File: src/pcf_consts.svh
// Constants of the instruction sequencing core: offsets, fields, resets, timing
`ifndef PCF_CONSTS_SVH
`define PCF_CONSTS_SVH
`define PC_W 15
`define DATA_W 8
`define REG_ADDR_W 8
`define HOLD_W 7
`define CNT_W 8
`define PHASE_COUNT 4
`define OFS_COUNTER_LOW 8'h00
`define OFS_EXEC_LOW 8'h04
`define OFS_EXEC_HIGH 8'h08
`define OFS_CORE_STATUS 8'h0C
`define RESET_VECTOR 15'h0000
`define CODE_WORDS_DEF 32768
`define BANK_THRESHOLD 8192
`define PHASE_DIV_DEF 1
`define PHASE_T1 4'h1
`define PHASE_T2 4'h2
`define PHASE_T3 4'h4
`define PHASE_T4 4'h8
`define PAGE_BITS 8
`define UPPER_LO 8
`define UPPER_HI 12
`define BANK_LO 13
`define BANK_HI 14
`define ST_EXEC_VALID 0
`define ST_FETCH_VALID 1
`define ST_EXT_BUSY 2
`define ST_PCL_PEND 3
`endif

File: src/pcf_pkg.sv
// Types shared by the instruction sequencing core
`include "pcf_consts.svh"
package pcf_pkg;
    typedef enum logic [2:0] {
        KIND_SEQ    = 3'b000,
        KIND_EXT    = 3'b001,
        KIND_JUMP   = 3'b010,
        KIND_VECTOR = 3'b011,
        KIND_SKIP   = 3'b100
    } ex_kind_e;

    typedef logic [`PC_W-1:0] addr_t;

    typedef struct packed {
        logic [`CNT_W-1:0] cnt;
        logic [`PHASE_COUNT-1:0] phase;
    } phase_state_s;

    typedef struct packed {
        addr_t pc;
        addr_t fetch_addr;
        logic fetch_valid;
        addr_t exec_addr;
        logic exec_valid;
        logic ext_busy;
        logic ext_tail;
        logic pcl_pend;
        logic [`DATA_W-1:0] pcl_data;
        logic [`HOLD_W-1:0] hold;
        logic [`DATA_W-1:0] rdata;
    } core_state_s;
endpackage : pcf_pkg

File: src/phase_gen.sv
// Four-phase generator: one-hot phase ring advanced by a divider enable
`timescale 1ns/1ps
`default_nettype none
`include "pcf_consts.svh"
module phase_gen
    import pcf_pkg::*;
#(
    parameter int DIV = `PHASE_DIV_DEF
) (
    input wire logic ref_clk,
    input wire logic rstn,
    output logic [`PHASE_COUNT-1:0] phase_out,
    output logic phase_first,
    output logic phase_last
);
    if (DIV < 1 || DIV > 255) begin : g_bad_div
        $error("phase_gen: DIV must be 1 to 255");
    end

    phase_state_s s;
    phase_state_s n;

    assign phase_out = s.phase;
    assign phase_first = (s.cnt == '0);
    assign phase_last = (s.cnt == `CNT_W'(DIV - 1));

    always_comb begin
        n = s;
        if (phase_last) begin
            n.cnt = '0;
            n.phase = {s.phase[`PHASE_COUNT-2:0], s.phase[`PHASE_COUNT-1]};
        end else begin
            n.cnt = s.cnt + `CNT_W'(1);
        end
    end

    always_ff @(posedge ref_clk or negedge rstn) begin
        if (!rstn) begin
            s <= '{cnt: '0, phase: `PHASE_T1};
        end else begin
            s <= n;
        end
    end
endmodule : phase_gen
`default_nettype wire

File: src/pc_fetch_core.sv
// Program counter, fetch/execute overlap and execution address readback
//
// Summary of operation
// - Four non-overlapping phases make one instruction cycle
// - Counter advances and fetch starts at T1
// - Decode and execute occupy phases T2 to T4
// - Fetch overlaps execute; extended ops take two
// - Counter-changing instructions cost one extra cycle
// - Jump obtains target, flushes prefetch, then fetches
// - Counter increments unless transfer is nonconsecutive
// - Two-bit bank pointer tops counter above 8K
// - Only low byte writable; upper bits protected
// - Jump, call, interrupt, reset load full address
// - Taken skip discards prefetch, inserts dummy cycle
// - Low byte write makes in-page jump
// - Low byte write inserts one dummy cycle
// - Low readback returns address, captures high part
// - High readback returns captured buffer, not live
// - Low readback is eight bits, resets zero
// - High readback seven bits, bit seven zero
//
// Strobed register access and the register addresses were left to the implementer.
`timescale 1ns/1ps
`default_nettype none
`include "pcf_consts.svh"
module pc_fetch_core
    import pcf_pkg::*;
#(
    parameter int CODE_WORDS = `CODE_WORDS_DEF,
    parameter int PHASE_DIV = `PHASE_DIV_DEF
) (
    input wire logic ref_clk,
    input wire logic rstn,
    input wire logic [`REG_ADDR_W-1:0] reg_addr,
    input wire logic [`DATA_W-1:0] reg_wdata,
    input wire logic reg_wr,
    input wire logic reg_rd,
    output logic [`DATA_W-1:0] reg_rdata,
    output logic [`PHASE_COUNT-1:0] cycle_phases,
    output logic fetch_req,
    output logic [`PC_W-1:0] fetch_addr,
    output logic exec_valid,
    output logic [`PC_W-1:0] exec_addr,
    input wire ex_kind_e ex_kind,
    input wire logic [`PC_W-1:0] ex_target,
    output logic [1:0] code_bank_pointer,
    output logic [4:0] counter_upper_bits
);
    // ------------------------------------------------------------
    // Elaboration checks
    // ------------------------------------------------------------
    if (CODE_WORDS < 256 || CODE_WORDS > 32768 || (CODE_WORDS & (CODE_WORDS - 1)) != 0) begin : g_bad_words
        $error("pc_fetch_core: CODE_WORDS must be a power of two, 256 to 32768");
    end

    localparam addr_t ADDR_MASK = addr_t'(CODE_WORDS - 1);
    localparam bit HAS_BANK = (CODE_WORDS > `BANK_THRESHOLD);
    localparam core_state_s RESET_STATE = '{pc: `RESET_VECTOR, default: '0};

    function automatic addr_t wrap_addr(input addr_t a);
        wrap_addr = a & ADDR_MASK;
    endfunction : wrap_addr

    // ------------------------------------------------------------
    // Phase generation
    // ------------------------------------------------------------
    logic phase_first;
    logic phase_last;
    logic t1_go;
    logic t4_end;

    phase_gen #(
        .DIV(PHASE_DIV)
    ) u_phase (
        .ref_clk(ref_clk),
        .rstn(rstn),
        .phase_out(cycle_phases),
        .phase_first(phase_first),
        .phase_last(phase_last)
    );

    assign t1_go = (cycle_phases == `PHASE_T1) && phase_first;
    assign t4_end = (cycle_phases == `PHASE_T4) && phase_last;

    // ------------------------------------------------------------
    // State and decode of the executing slot
    // ------------------------------------------------------------
    core_state_s s;
    core_state_s n;
    logic slot_live;
    logic jump_go;
    logic skip_go;
    logic ext_go;
    logic wr_pcl;
    logic rd_low;
    logic rd_high;

    // Flushed slots and the tail of an extended op carry no outcome
    assign slot_live = t4_end && s.exec_valid && !s.ext_tail;
    assign jump_go = slot_live && (ex_kind == KIND_JUMP || ex_kind == KIND_VECTOR);
    assign skip_go = slot_live && (ex_kind == KIND_SKIP);
    assign ext_go = slot_live && (ex_kind == KIND_EXT);
    assign wr_pcl = reg_wr && (reg_addr == `OFS_COUNTER_LOW);
    assign rd_low = reg_rd && (reg_addr == `OFS_EXEC_LOW);
    assign rd_high = reg_rd && (reg_addr == `OFS_EXEC_HIGH);

    assign fetch_req = t1_go && !s.ext_busy;
    assign fetch_addr = s.fetch_addr;
    assign exec_valid = s.exec_valid;
    assign exec_addr = s.exec_addr;
    assign reg_rdata = s.rdata;
    assign counter_upper_bits = s.pc[`UPPER_HI:`UPPER_LO];
    assign code_bank_pointer = HAS_BANK ? s.pc[`BANK_HI:`BANK_LO] : 2'h0;

    always_comb begin
        n = s;
        n.rdata = '0;

        // --------------------------------------------------------
        // Instruction cycle boundary
        // --------------------------------------------------------
        if (t1_go) begin
            if (s.ext_busy) begin
                // Second cycle of an extended op: pipeline holds
                n.ext_busy = 1'b0;
                n.ext_tail = 1'b1;
            end else begin
                n.ext_tail = 1'b0;
                n.exec_addr = s.fetch_addr;
                n.exec_valid = s.fetch_valid;
                n.fetch_addr = s.pc;
                n.fetch_valid = 1'b1;
                n.pc = wrap_addr(s.pc + addr_t'(1));
            end
        end

        // --------------------------------------------------------
        // Outcome of the executing instruction at end of T4
        // --------------------------------------------------------
        if (ext_go) begin
            n.ext_busy = 1'b1;
        end
        if (jump_go) begin
            // Target taken now; the stale prefetch becomes a dummy slot
            n.pc = wrap_addr(ex_target);
            n.fetch_valid = 1'b0;
        end
        if (skip_go) begin
            n.fetch_valid = 1'b0;
        end
        if (t4_end && s.pcl_pend) begin
            // Only the low byte moves, so the jump stays in its page
            n.pc[`PAGE_BITS-1:0] = s.pcl_data;
            n.fetch_valid = 1'b0;
            n.pcl_pend = 1'b0;
        end

        // --------------------------------------------------------
        // Register port
        // --------------------------------------------------------
        // A write landing in the apply cycle is kept, not lost
        if (wr_pcl) begin
            n.pcl_pend = 1'b1;
            n.pcl_data = reg_wdata;
        end
        if (reg_rd) begin
            unique case (reg_addr)
                `OFS_COUNTER_LOW: begin
                    n.rdata = s.pc[`PAGE_BITS-1:0];
                end
                `OFS_EXEC_LOW: begin
                    n.rdata = s.exec_addr[`PAGE_BITS-1:0];
                    n.hold = s.exec_addr[`PC_W-1:`PAGE_BITS];
                end
                `OFS_EXEC_HIGH: begin
                    n.rdata = {1'b0, s.hold};
                end
                `OFS_CORE_STATUS: begin
                    n.rdata[`ST_EXEC_VALID] = s.exec_valid;
                    n.rdata[`ST_FETCH_VALID] = s.fetch_valid;
                    n.rdata[`ST_EXT_BUSY] = s.ext_busy || s.ext_tail;
                    n.rdata[`ST_PCL_PEND] = s.pcl_pend;
                end
                default: begin
                    n.rdata = '0;
                end
            endcase
        end
    end

    always_ff @(posedge ref_clk or negedge rstn) begin
        if (!rstn) begin
            s <= RESET_STATE;
        end else begin
            s <= n;
        end
    end
endmodule : pc_fetch_core
`default_nettype wire

File: config.mk
export PLATFORM = sky130hd
export DESIGN_NAME = pc_fetch_core
export DESIGN_NICKNAME = d
export VERILOG_FILES = /design/src/pcf_pkg.sv /design/src/phase_gen.sv /design/src/pc_fetch_core.sv
export VERILOG_INCLUDE_DIRS = /design/src /design/src/src
export SDC_FILE = /design/constraint.sdc
export NUM_CORES = 1
export LEC_CHECK = 0
export ABC_AREA = 1
export BUFFER_PORTS_ARGS = -buffer_cell sky130_fd_sc_hd__clkbuf_2
export CORE_ASPECT_RATIO = 1.1
export CORE_MARGIN = 1.5
export CORE_UTILIZATION = 55
export DETAILED_ROUTE_END_ITERATION = 6
export PLACE_DENSITY = 0.86
export SYNTH_ARGS = -nofsm -noshare
export SYNTH_HDL_FRONTEND = slang
export SYNTH_SLANG_ARGS = --single-unit
File: constraint.sdc
create_clock -name ref_clk -period 2.2 [get_ports ref_clk]
set_input_delay 0.22 -clock ref_clk [delete_from_list [all_inputs] [get_ports ref_clk]]
set_output_delay 0.22 -clock ref_clk [all_outputs]
set_load 0.01 [all_outputs]
Word-level counts from Yosys, hierarchy flattened
Cells that the tools add are included.
{"block": "word_totals", "word_cells": 70, "in_bits": 38, "ff_bits": 85, "output_inout_bits": 51}
{"block": "op_classes", "n_eq_ne": 12, "add_sub_neg": 2, "mux": 15, "n_reduce_logical": 26, "bitwise": 1}
{"operator": "49-bit 2-to-1 mux", "n": 1}
{"operator": "47-bit 2-to-1 mux", "n": 1}
{"operator": "8-bit 2-to-1 mux", "n": 3}
{"operator": "8-bit by 4-bit equality test with 1-bit output (second input constant)", "n": 2}
{"operator": "8-bit zero test", "n": 2}
{"operator": "4-bit case mux with 4 select lines", "n": 1}
{"operator": "15-bit by 1-bit adder with 15-bit output (second input constant)", "n": 1}
{"operator": "15-bit 2-to-1 mux", "n": 1}
{"operator": "4-bit case mux with 3 select lines", "n": 1}
{"operator": "1-bit logical AND", "n": 10}
{"operator": "2-bit AND reduction", "n": 5}
{"operator": "9-bit 2-to-1 mux", "n": 1}
{"operator": "8-bit by 1-bit adder with 8-bit output (second input constant)", "n": 1}
{"operator": "8-bit by 3-bit equality test with 1-bit output (second input constant)", "n": 1}
{"operator": "3-bit by 2-bit equality test with 1-bit output (second input constant)", "n": 2}
{"operator": "1-bit 2-to-1 mux", "n": 6}
{"operator": "2-bit nonzero test", "n": 3}
{"operator": "4-bit by 1-bit equality test with 1-bit output (second input constant)", "n": 1}
{"operator": "4-bit equality test (second input constant)", "n": 1}
{"operator": "4-bit by 1-bit != test with 1-bit output (second input constant)", "n": 1}
{"operator": "4-bit nonzero test", "n": 1}
{"operator": "3-bit by 1-bit equality test with 1-bit output (second input constant)", "n": 1}
{"operator": "3-bit equality test (second input constant)", "n": 1}
{"operator": "3-bit by 1-bit != test with 1-bit output (second input constant)", "n": 1}
{"operator": "5 further kinds", "n": 7}

Logic depth before layout (Yosys ltp)
{"block": "depth", "depth_word": 8, "ltp_mapped": 10, "depth_no_buf": 10}

Hierarchy
From an unflattened synthesis, not the netlist that was laid out.
{"block": "unflattened", "hier_cells": 601, "area_unflattened_um2": 4644.5}
{"module": "pc_fetch_core", "n_inst": 1, "area_each_um2": 4021.4, "seq_area_each_um2": 1826.8, "cells_per_inst": 525}
{"module": "phase_gen", "n_inst": 1, "area_each_um2": 623.1, "seq_area_each_um2": 301.5, "cells_per_inst": 76}

Worst setup path before layout
OpenSTA, ideal clock, no wires.
{"block": "synth_path", "path_type": "reg-to-reg", "from": "register u_phase.s[4] (netlist bit)", "to": "register s, in the netlist counter_upper_bits[0]", "setup_time_ns": 0.128, "t_required_ns": 2.072, "setup_slack_ns": 0.589, "t_arrival_ns": 1.483, "synth_period_minus_slack_ns": 1.611, "path_stages_with_launch": 11, "n_path_buf": 1, "cell_sequence": "dfrtp_1 > inv_1 > ha_1 > nand2_2 > nor2_8 > nand3_4 > nor2_4 > nand2_2 > buf_6 > nand3_1 > o211ai_2"}
{"block": "synth_via", "elab_chain_cells": 7, "word_cells_on_any_way": 10, "cone_classes": "eq/ne: 1; mux: 1; reduce/logical: 8"}
{"item": "start: declaration", "line_no": "phase_gen.sv:20", "source": "phase_state_s s;"}
{"item": "start signal: assignment", "line_no": "phase_gen.sv:39", "source": "s <= '{cnt: '0, phase: `PHASE_T1};"}
{"item": "start signal: assignment", "line_no": "phase_gen.sv:41", "source": "s <= n;"}
{"item": "8-bit zero test (*)", "line_no": "phase_gen.sv:24, phase_gen.sv:25"}
{"item": "1-bit logical AND", "line_no": "pc_fetch_core.sv:83", "source": "assign t4_end = (cycle_phases == `PHASE_T4) && phase_last;"}
{"item": "1-bit logical AND (2 in a row)", "line_no": "pc_fetch_core.sv:99", "source": "assign slot_live = t4_end && s.exec_valid && !s.ext_tail;"}
{"item": "1-bit logical AND", "line_no": "pc_fetch_core.sv:100", "source": "assign jump_go = slot_live && (ex_kind == KIND_JUMP || ex_kind == KIND_VECTOR);"}
{"item": "2-bit by 1-bit != test with 1-bit output (no line) / 2-bit nonzero test (equally long branches)"}
{"item": "2-bit AND reduction (no line)"}
{"item": "end signal: assignment", "line_no": "pc_fetch_core.sv:195", "source": "s <= n;"}
{"item": "end: declaration", "line_no": "pc_fetch_core.sv:88", "source": "core_state_s s;"}
Mark *: on every way between the ends. The rest lies on a longest branch, timed or not.
A chain may end at the register's enable or synchronous reset.

Worst setup path in the final report
{"block": "layout_path", "from": "register u_phase.s[4] (netlist bit)", "to": "output port fetch_req"}
{"block": "layout_via", "elab_chain_cells": 3}
{"item": "8-bit zero test", "line_no": "phase_gen.sv:24", "source": "assign phase_first = (s.cnt == '0);"}
{"item": "1-bit logical AND", "line_no": "pc_fetch_core.sv:82", "source": "assign t1_go = (cycle_phases == `PHASE_T1) && phase_first;"}
{"item": "1-bit logical AND", "line_no": "pc_fetch_core.sv:107", "source": "assign fetch_req = t1_go && !s.ext_busy;"}
{"item": "end: declaration", "line_no": "pc_fetch_core.sv:40", "source": "output logic fetch_req,"}
Every way passes these cells.

==> impl_table.tex <==
\begin{tabular}{lr}
\hline
Metric & Value \\
\hline
\multicolumn{2}{l}{\textbf{Outcome}} \\
Run status & completed \\
\multicolumn{2}{l}{\textbf{Drt}} \\
Via total after detailed routing & 3695 \\
DRC violation count after routing & 0 \\
Antenna Violating Nets Remaining & 0 \\
Number of detailed-routing iterations run before antenna repair & 6 \\
Vias per std cell & 5.25 \\
First-iteration detailed-routing DRC count & approximately 280 \\
Final WL & between 9000 and 10000 microns \\
Post-DR wirelength/cell & 13.5 microns \\
\multicolumn{2}{l}{\textbf{Synthesis}} \\
Number of instances in the synthesized netlist & between 500 and 600 \\
Average footprint of a synthesized cell & 8.18 sq um \\
Post-synthesis sequential area ratio & roughly 48\% \\
Post-synth design cell area & about 4500 sq um \\
Synthesized Nets & approximately 590 \\
Seq cells post-synth & 85 \\
Number of synthesis warnings & 0 \\
Synth unique cells & 35 \\
\multicolumn{2}{l}{\textbf{Timing}} \\
Final hold violations & 0 \\
Final critical-path share of the clock period & 93.5\% \\
Max Slew Vio Count & 0 \\
Setup repair after global routing missed its margin & false \\
Final hold slack & 0.0778 ns \\
Slew @ Worst Pin & 0.674 ns \\
Count of final setup violators & 0 \\
Min cycle time layout & 2.06 ns \\
Worst-case clock skew & just under 0.009 ns \\
Worst slew margin & 54.6\% \\
Peak Freq & 486 MHz \\
TNS Setup & 0 ns \\
\multicolumn{2}{l}{\textbf{Critical path}} \\
Ordered list of cells on the worst path & inv\_1 > ha\_1 > nand2\_2 > nor2\_8 > nand4\_2 > inv\_2 > clkbuf\_2 \\
CP max FO & 12 \\
Buffering stage count on the worst path with inverters included & 3 \\
Data arrival, critical path & approximately 1.8 ns \\
Type of the setup path with the least slack & flip-flop to output pin \\
Critical path launch point type & flip-flop \\
CP Data Required Time & between 1.5 and 2 ns \\
Largest delay contributor family on the critical path & buffers and inverters \\
Max stage delay cell, worst path & dfrtp\_1 \\
Largest stage delay on the critical path & approximately 0.42 ns \\
Category of the worst setup path capture point & output pin \\
\multicolumn{2}{l}{\textbf{Global routing}} \\
Via count of the first global-routing pass & around 3.4k \\
Total gr overflow & 0 \\
Wire length of the first global-routing pass & 15800 microns \\
Maximum number of pins on one net before global-route repair & 54 \\
Initial antenna violation count & 0 \\
All-layer global routing usage & about a quarter \\
\multicolumn{2}{l}{\textbf{Clocking}} \\
\# clock sinks & 85 \\
Maximum number of buffers from clock root to sink & 2 \\
Insertion delay of the later-clocked pin in the worst-skew pair & 0.36 ns \\
Clock buffers created by TritonCTS & 9 \\
H-tree depth & 3 \\
Library cell used as clock root buffer & clkbuf\_8 \\
Clock transition at the registers of the reported paths & 0.09 ns \\
Clock tree from TritonCTS & done \\
\multicolumn{2}{l}{\textbf{Floorplan}} \\
Horiz. Die Dim & 89.1 microns \\
Cell row count & 34 \\
Starting Density & 56.6\% \\
Chip height & 97.7 microns \\
I/O pin total & just under 90 \\
CORE AREA & approximately 8000 sq um \\
Die Outline Area & 8700 sq um \\
\multicolumn{2}{l}{\textbf{Layout}} \\
Area added between synthesis and finish & 9.33\% \\
Most common library cell in the layout ignoring fill and taps & nand2\_1 \\
Share of post-route cells with drive strength above 1 & 21.8\% \\
ANT cells & 0 \\
Highest-count cells in the layout ignoring fill and taps & nand2\_1, clkbuf\_2, dfrtp\_1, inv\_1, nand3\_1 \\
Count of nets after finishing & $\sim$630 \\
Sequential cell area & between 2000 and 2500 sq um \\
Multi-input logic area & 1700 sq um \\
Filler cell count & 686 \\
\multicolumn{2}{l}{\textbf{Worst hold path}} \\
Class of the tightest hold or removal check & primary input to flip-flop \\
\multicolumn{2}{l}{\textbf{Placement}} \\
Input/output buffers & between 80 and 90 \\
RePlAce Congestion & 0.846 \\
Estimated wirelength of the detail-placed design & 7100 microns \\
\multicolumn{2}{l}{\textbf{Power and ir drop}} \\
Maximum vdd drop & between 0.0002 and 0.0003 V \\
Pwr per Cell Area & $\sim$580 nW/um\^{}2 \\
Static Leak & 2.67 nW \\
\multicolumn{2}{l}{\textbf{Flow run}} \\
Number of violations of the max-capacitance limit & 0 \\
\hline
\end{tabular}
[area by class of cell]
type	instances	area share (%)
clock inverters	7	1.69
clock buffers	9	2.53
inverters	58	4.44
well taps	108	2.76
repair buffers	94	10.5
flip-flops and latches	85	43.4
multi-input cells	343	34.6
[report_power, final]
group / leakage, nW / total (mW) / switching (mW) / internal (mW)
logic: 1.47 / 0.0939 / 0.0579 / 0.0360
clock network: 0.104 / 1.15 / 0.610 / 0.544
registers: 1.09 / 1.57 / 0.00409 / 1.57
[Yosys cell counts]
cell type / count / area share (%)
nand4_1: 15 / 2.1
a31oi_1: 1 / 0.14
nor4_1: 2 / 0.28
buf_4: 50 / 8.4
dfrtp_1: 84 / 47
nor2_4: 3 / 0.75
nor3_1: 7 / 0.78
clkbuf_1: 2 / 0.17
a21oi_1: 5 / 0.56
mux2_2: 3 / 0.75
inv_2: 2 / 0.17
o21ai_0: 39 / 4.4
ha_1: 3 / 0.84
buf_2: 9 / 1.0
a22oi_1: 1 / 0.17
o211ai_1: 8 / 1.3
nand2_2: 3 / 0.42
o21ai_1: 3 / 0.34
inv_1: 55 / 4.6
nor3_4: 1 / 0.36
xor2_1: 8 / 1.6
nand3b_1: 2 / 0.34
nor2_2: 2 / 0.28
or2_2: 1 / 0.14
buf_6: 1 / 0.25
nor2_8: 1 / 0.45
nand3_4: 1 / 0.39
nand4_2: 1 / 0.28
or2_1: 1 / 0.14
o211ai_2: 2 / 0.56
nand3_1: 45 / 5.0
dfstp_2: 1 / 0.59
nand2_1: 158 / 13
nor2_1: 27 / 2.3
clkinv_1: 1 / 0.084
[worst reg2reg max path, delay by kind of cell, from the launching register on]
kind	cells	cell delay, ns
flip-flops	1	0.42
AND/OR/NAND/NOR	5	0.60
buffers and inverters	2	0.36
adder cells (fa/ha/maj)	1	0.15
AO/OA/AOI/OAI	1	0.28
[logic make-up (layout without fill, tap and decap cells)]
logic type               after synthesis  in the layout  synth area share (%)
flip-flops                            85             85                  47.5
AO/OA/AOI/OAI                         59             59                  7.46
adder cells (fa/ha/maj)                3              3                 0.838
buffers and inverters                120            168                  14.7
XOR/XNOR                               8              8                  1.56
AND/OR/NAND/NOR                      270            270                  27.2
multiplexers                           3              3                 0.754
[final timing paths]
path	start	end	slack, ns	cells after the start
max	u_phase.s[4]	fetch_req	0.14	7
min	reg_wdata[4]	s[19]	0.08	3
max reg2reg	u_phase.s[4]	s[65]	0.34	9
min reg2reg	s[19]	s[19]	0.48	2
max in group asynchronous	rstn	u_phase.phase_out[0]	1.19	3
min in group asynchronous	rstn	exec_addr[14]	0.33	2
[stage by stage]
step,util [%],setup slack (ns),area (sq um),std cells,power [mW]
2_1_floorplan,-,0.589,4480,548,1.62
3_3_place_gp,59.2,0.429,4680,687,1.70
3_5_place_dp,59.2,0.322,4680,687,1.70
4_1_cts,61.9,0.131,4900,704,2.84
5_1_grt,61.9,0.0150,4900,704,2.92
6_report,61.9,0.142,4900,704,2.82
[what timing repair did]
| item | in CTS | in global routing |
|---|---|---|
| resized for setup | 0 | 0 |
| endpoints found under the hold margin | 32 | 0 |
| setup buffers | 0 | 0 |
| hold buffers | 1 | 0 |
[registers in the layout, summed over array words and instances, names as in the netlist]
register / cells
s: 27
reg_rdata: 8
fetch_addr: 15
u_phase.phase_out: 4
u_phase.s: 8
code_bank_pointer: 2
counter_upper_bits: 5
exec_addr: 15
exec_valid: 1
[routing by layer]
layer | part of all wire (%) | global-route usage [%]
met3 | 7.7 | 6.20
met2 | 48 | 35.8
met1 | 43 | 32.7
met5 | 0 | 0
met4 | 1.5 | 7.10
No activity file was read; power rests on OpenSTA's default activity.
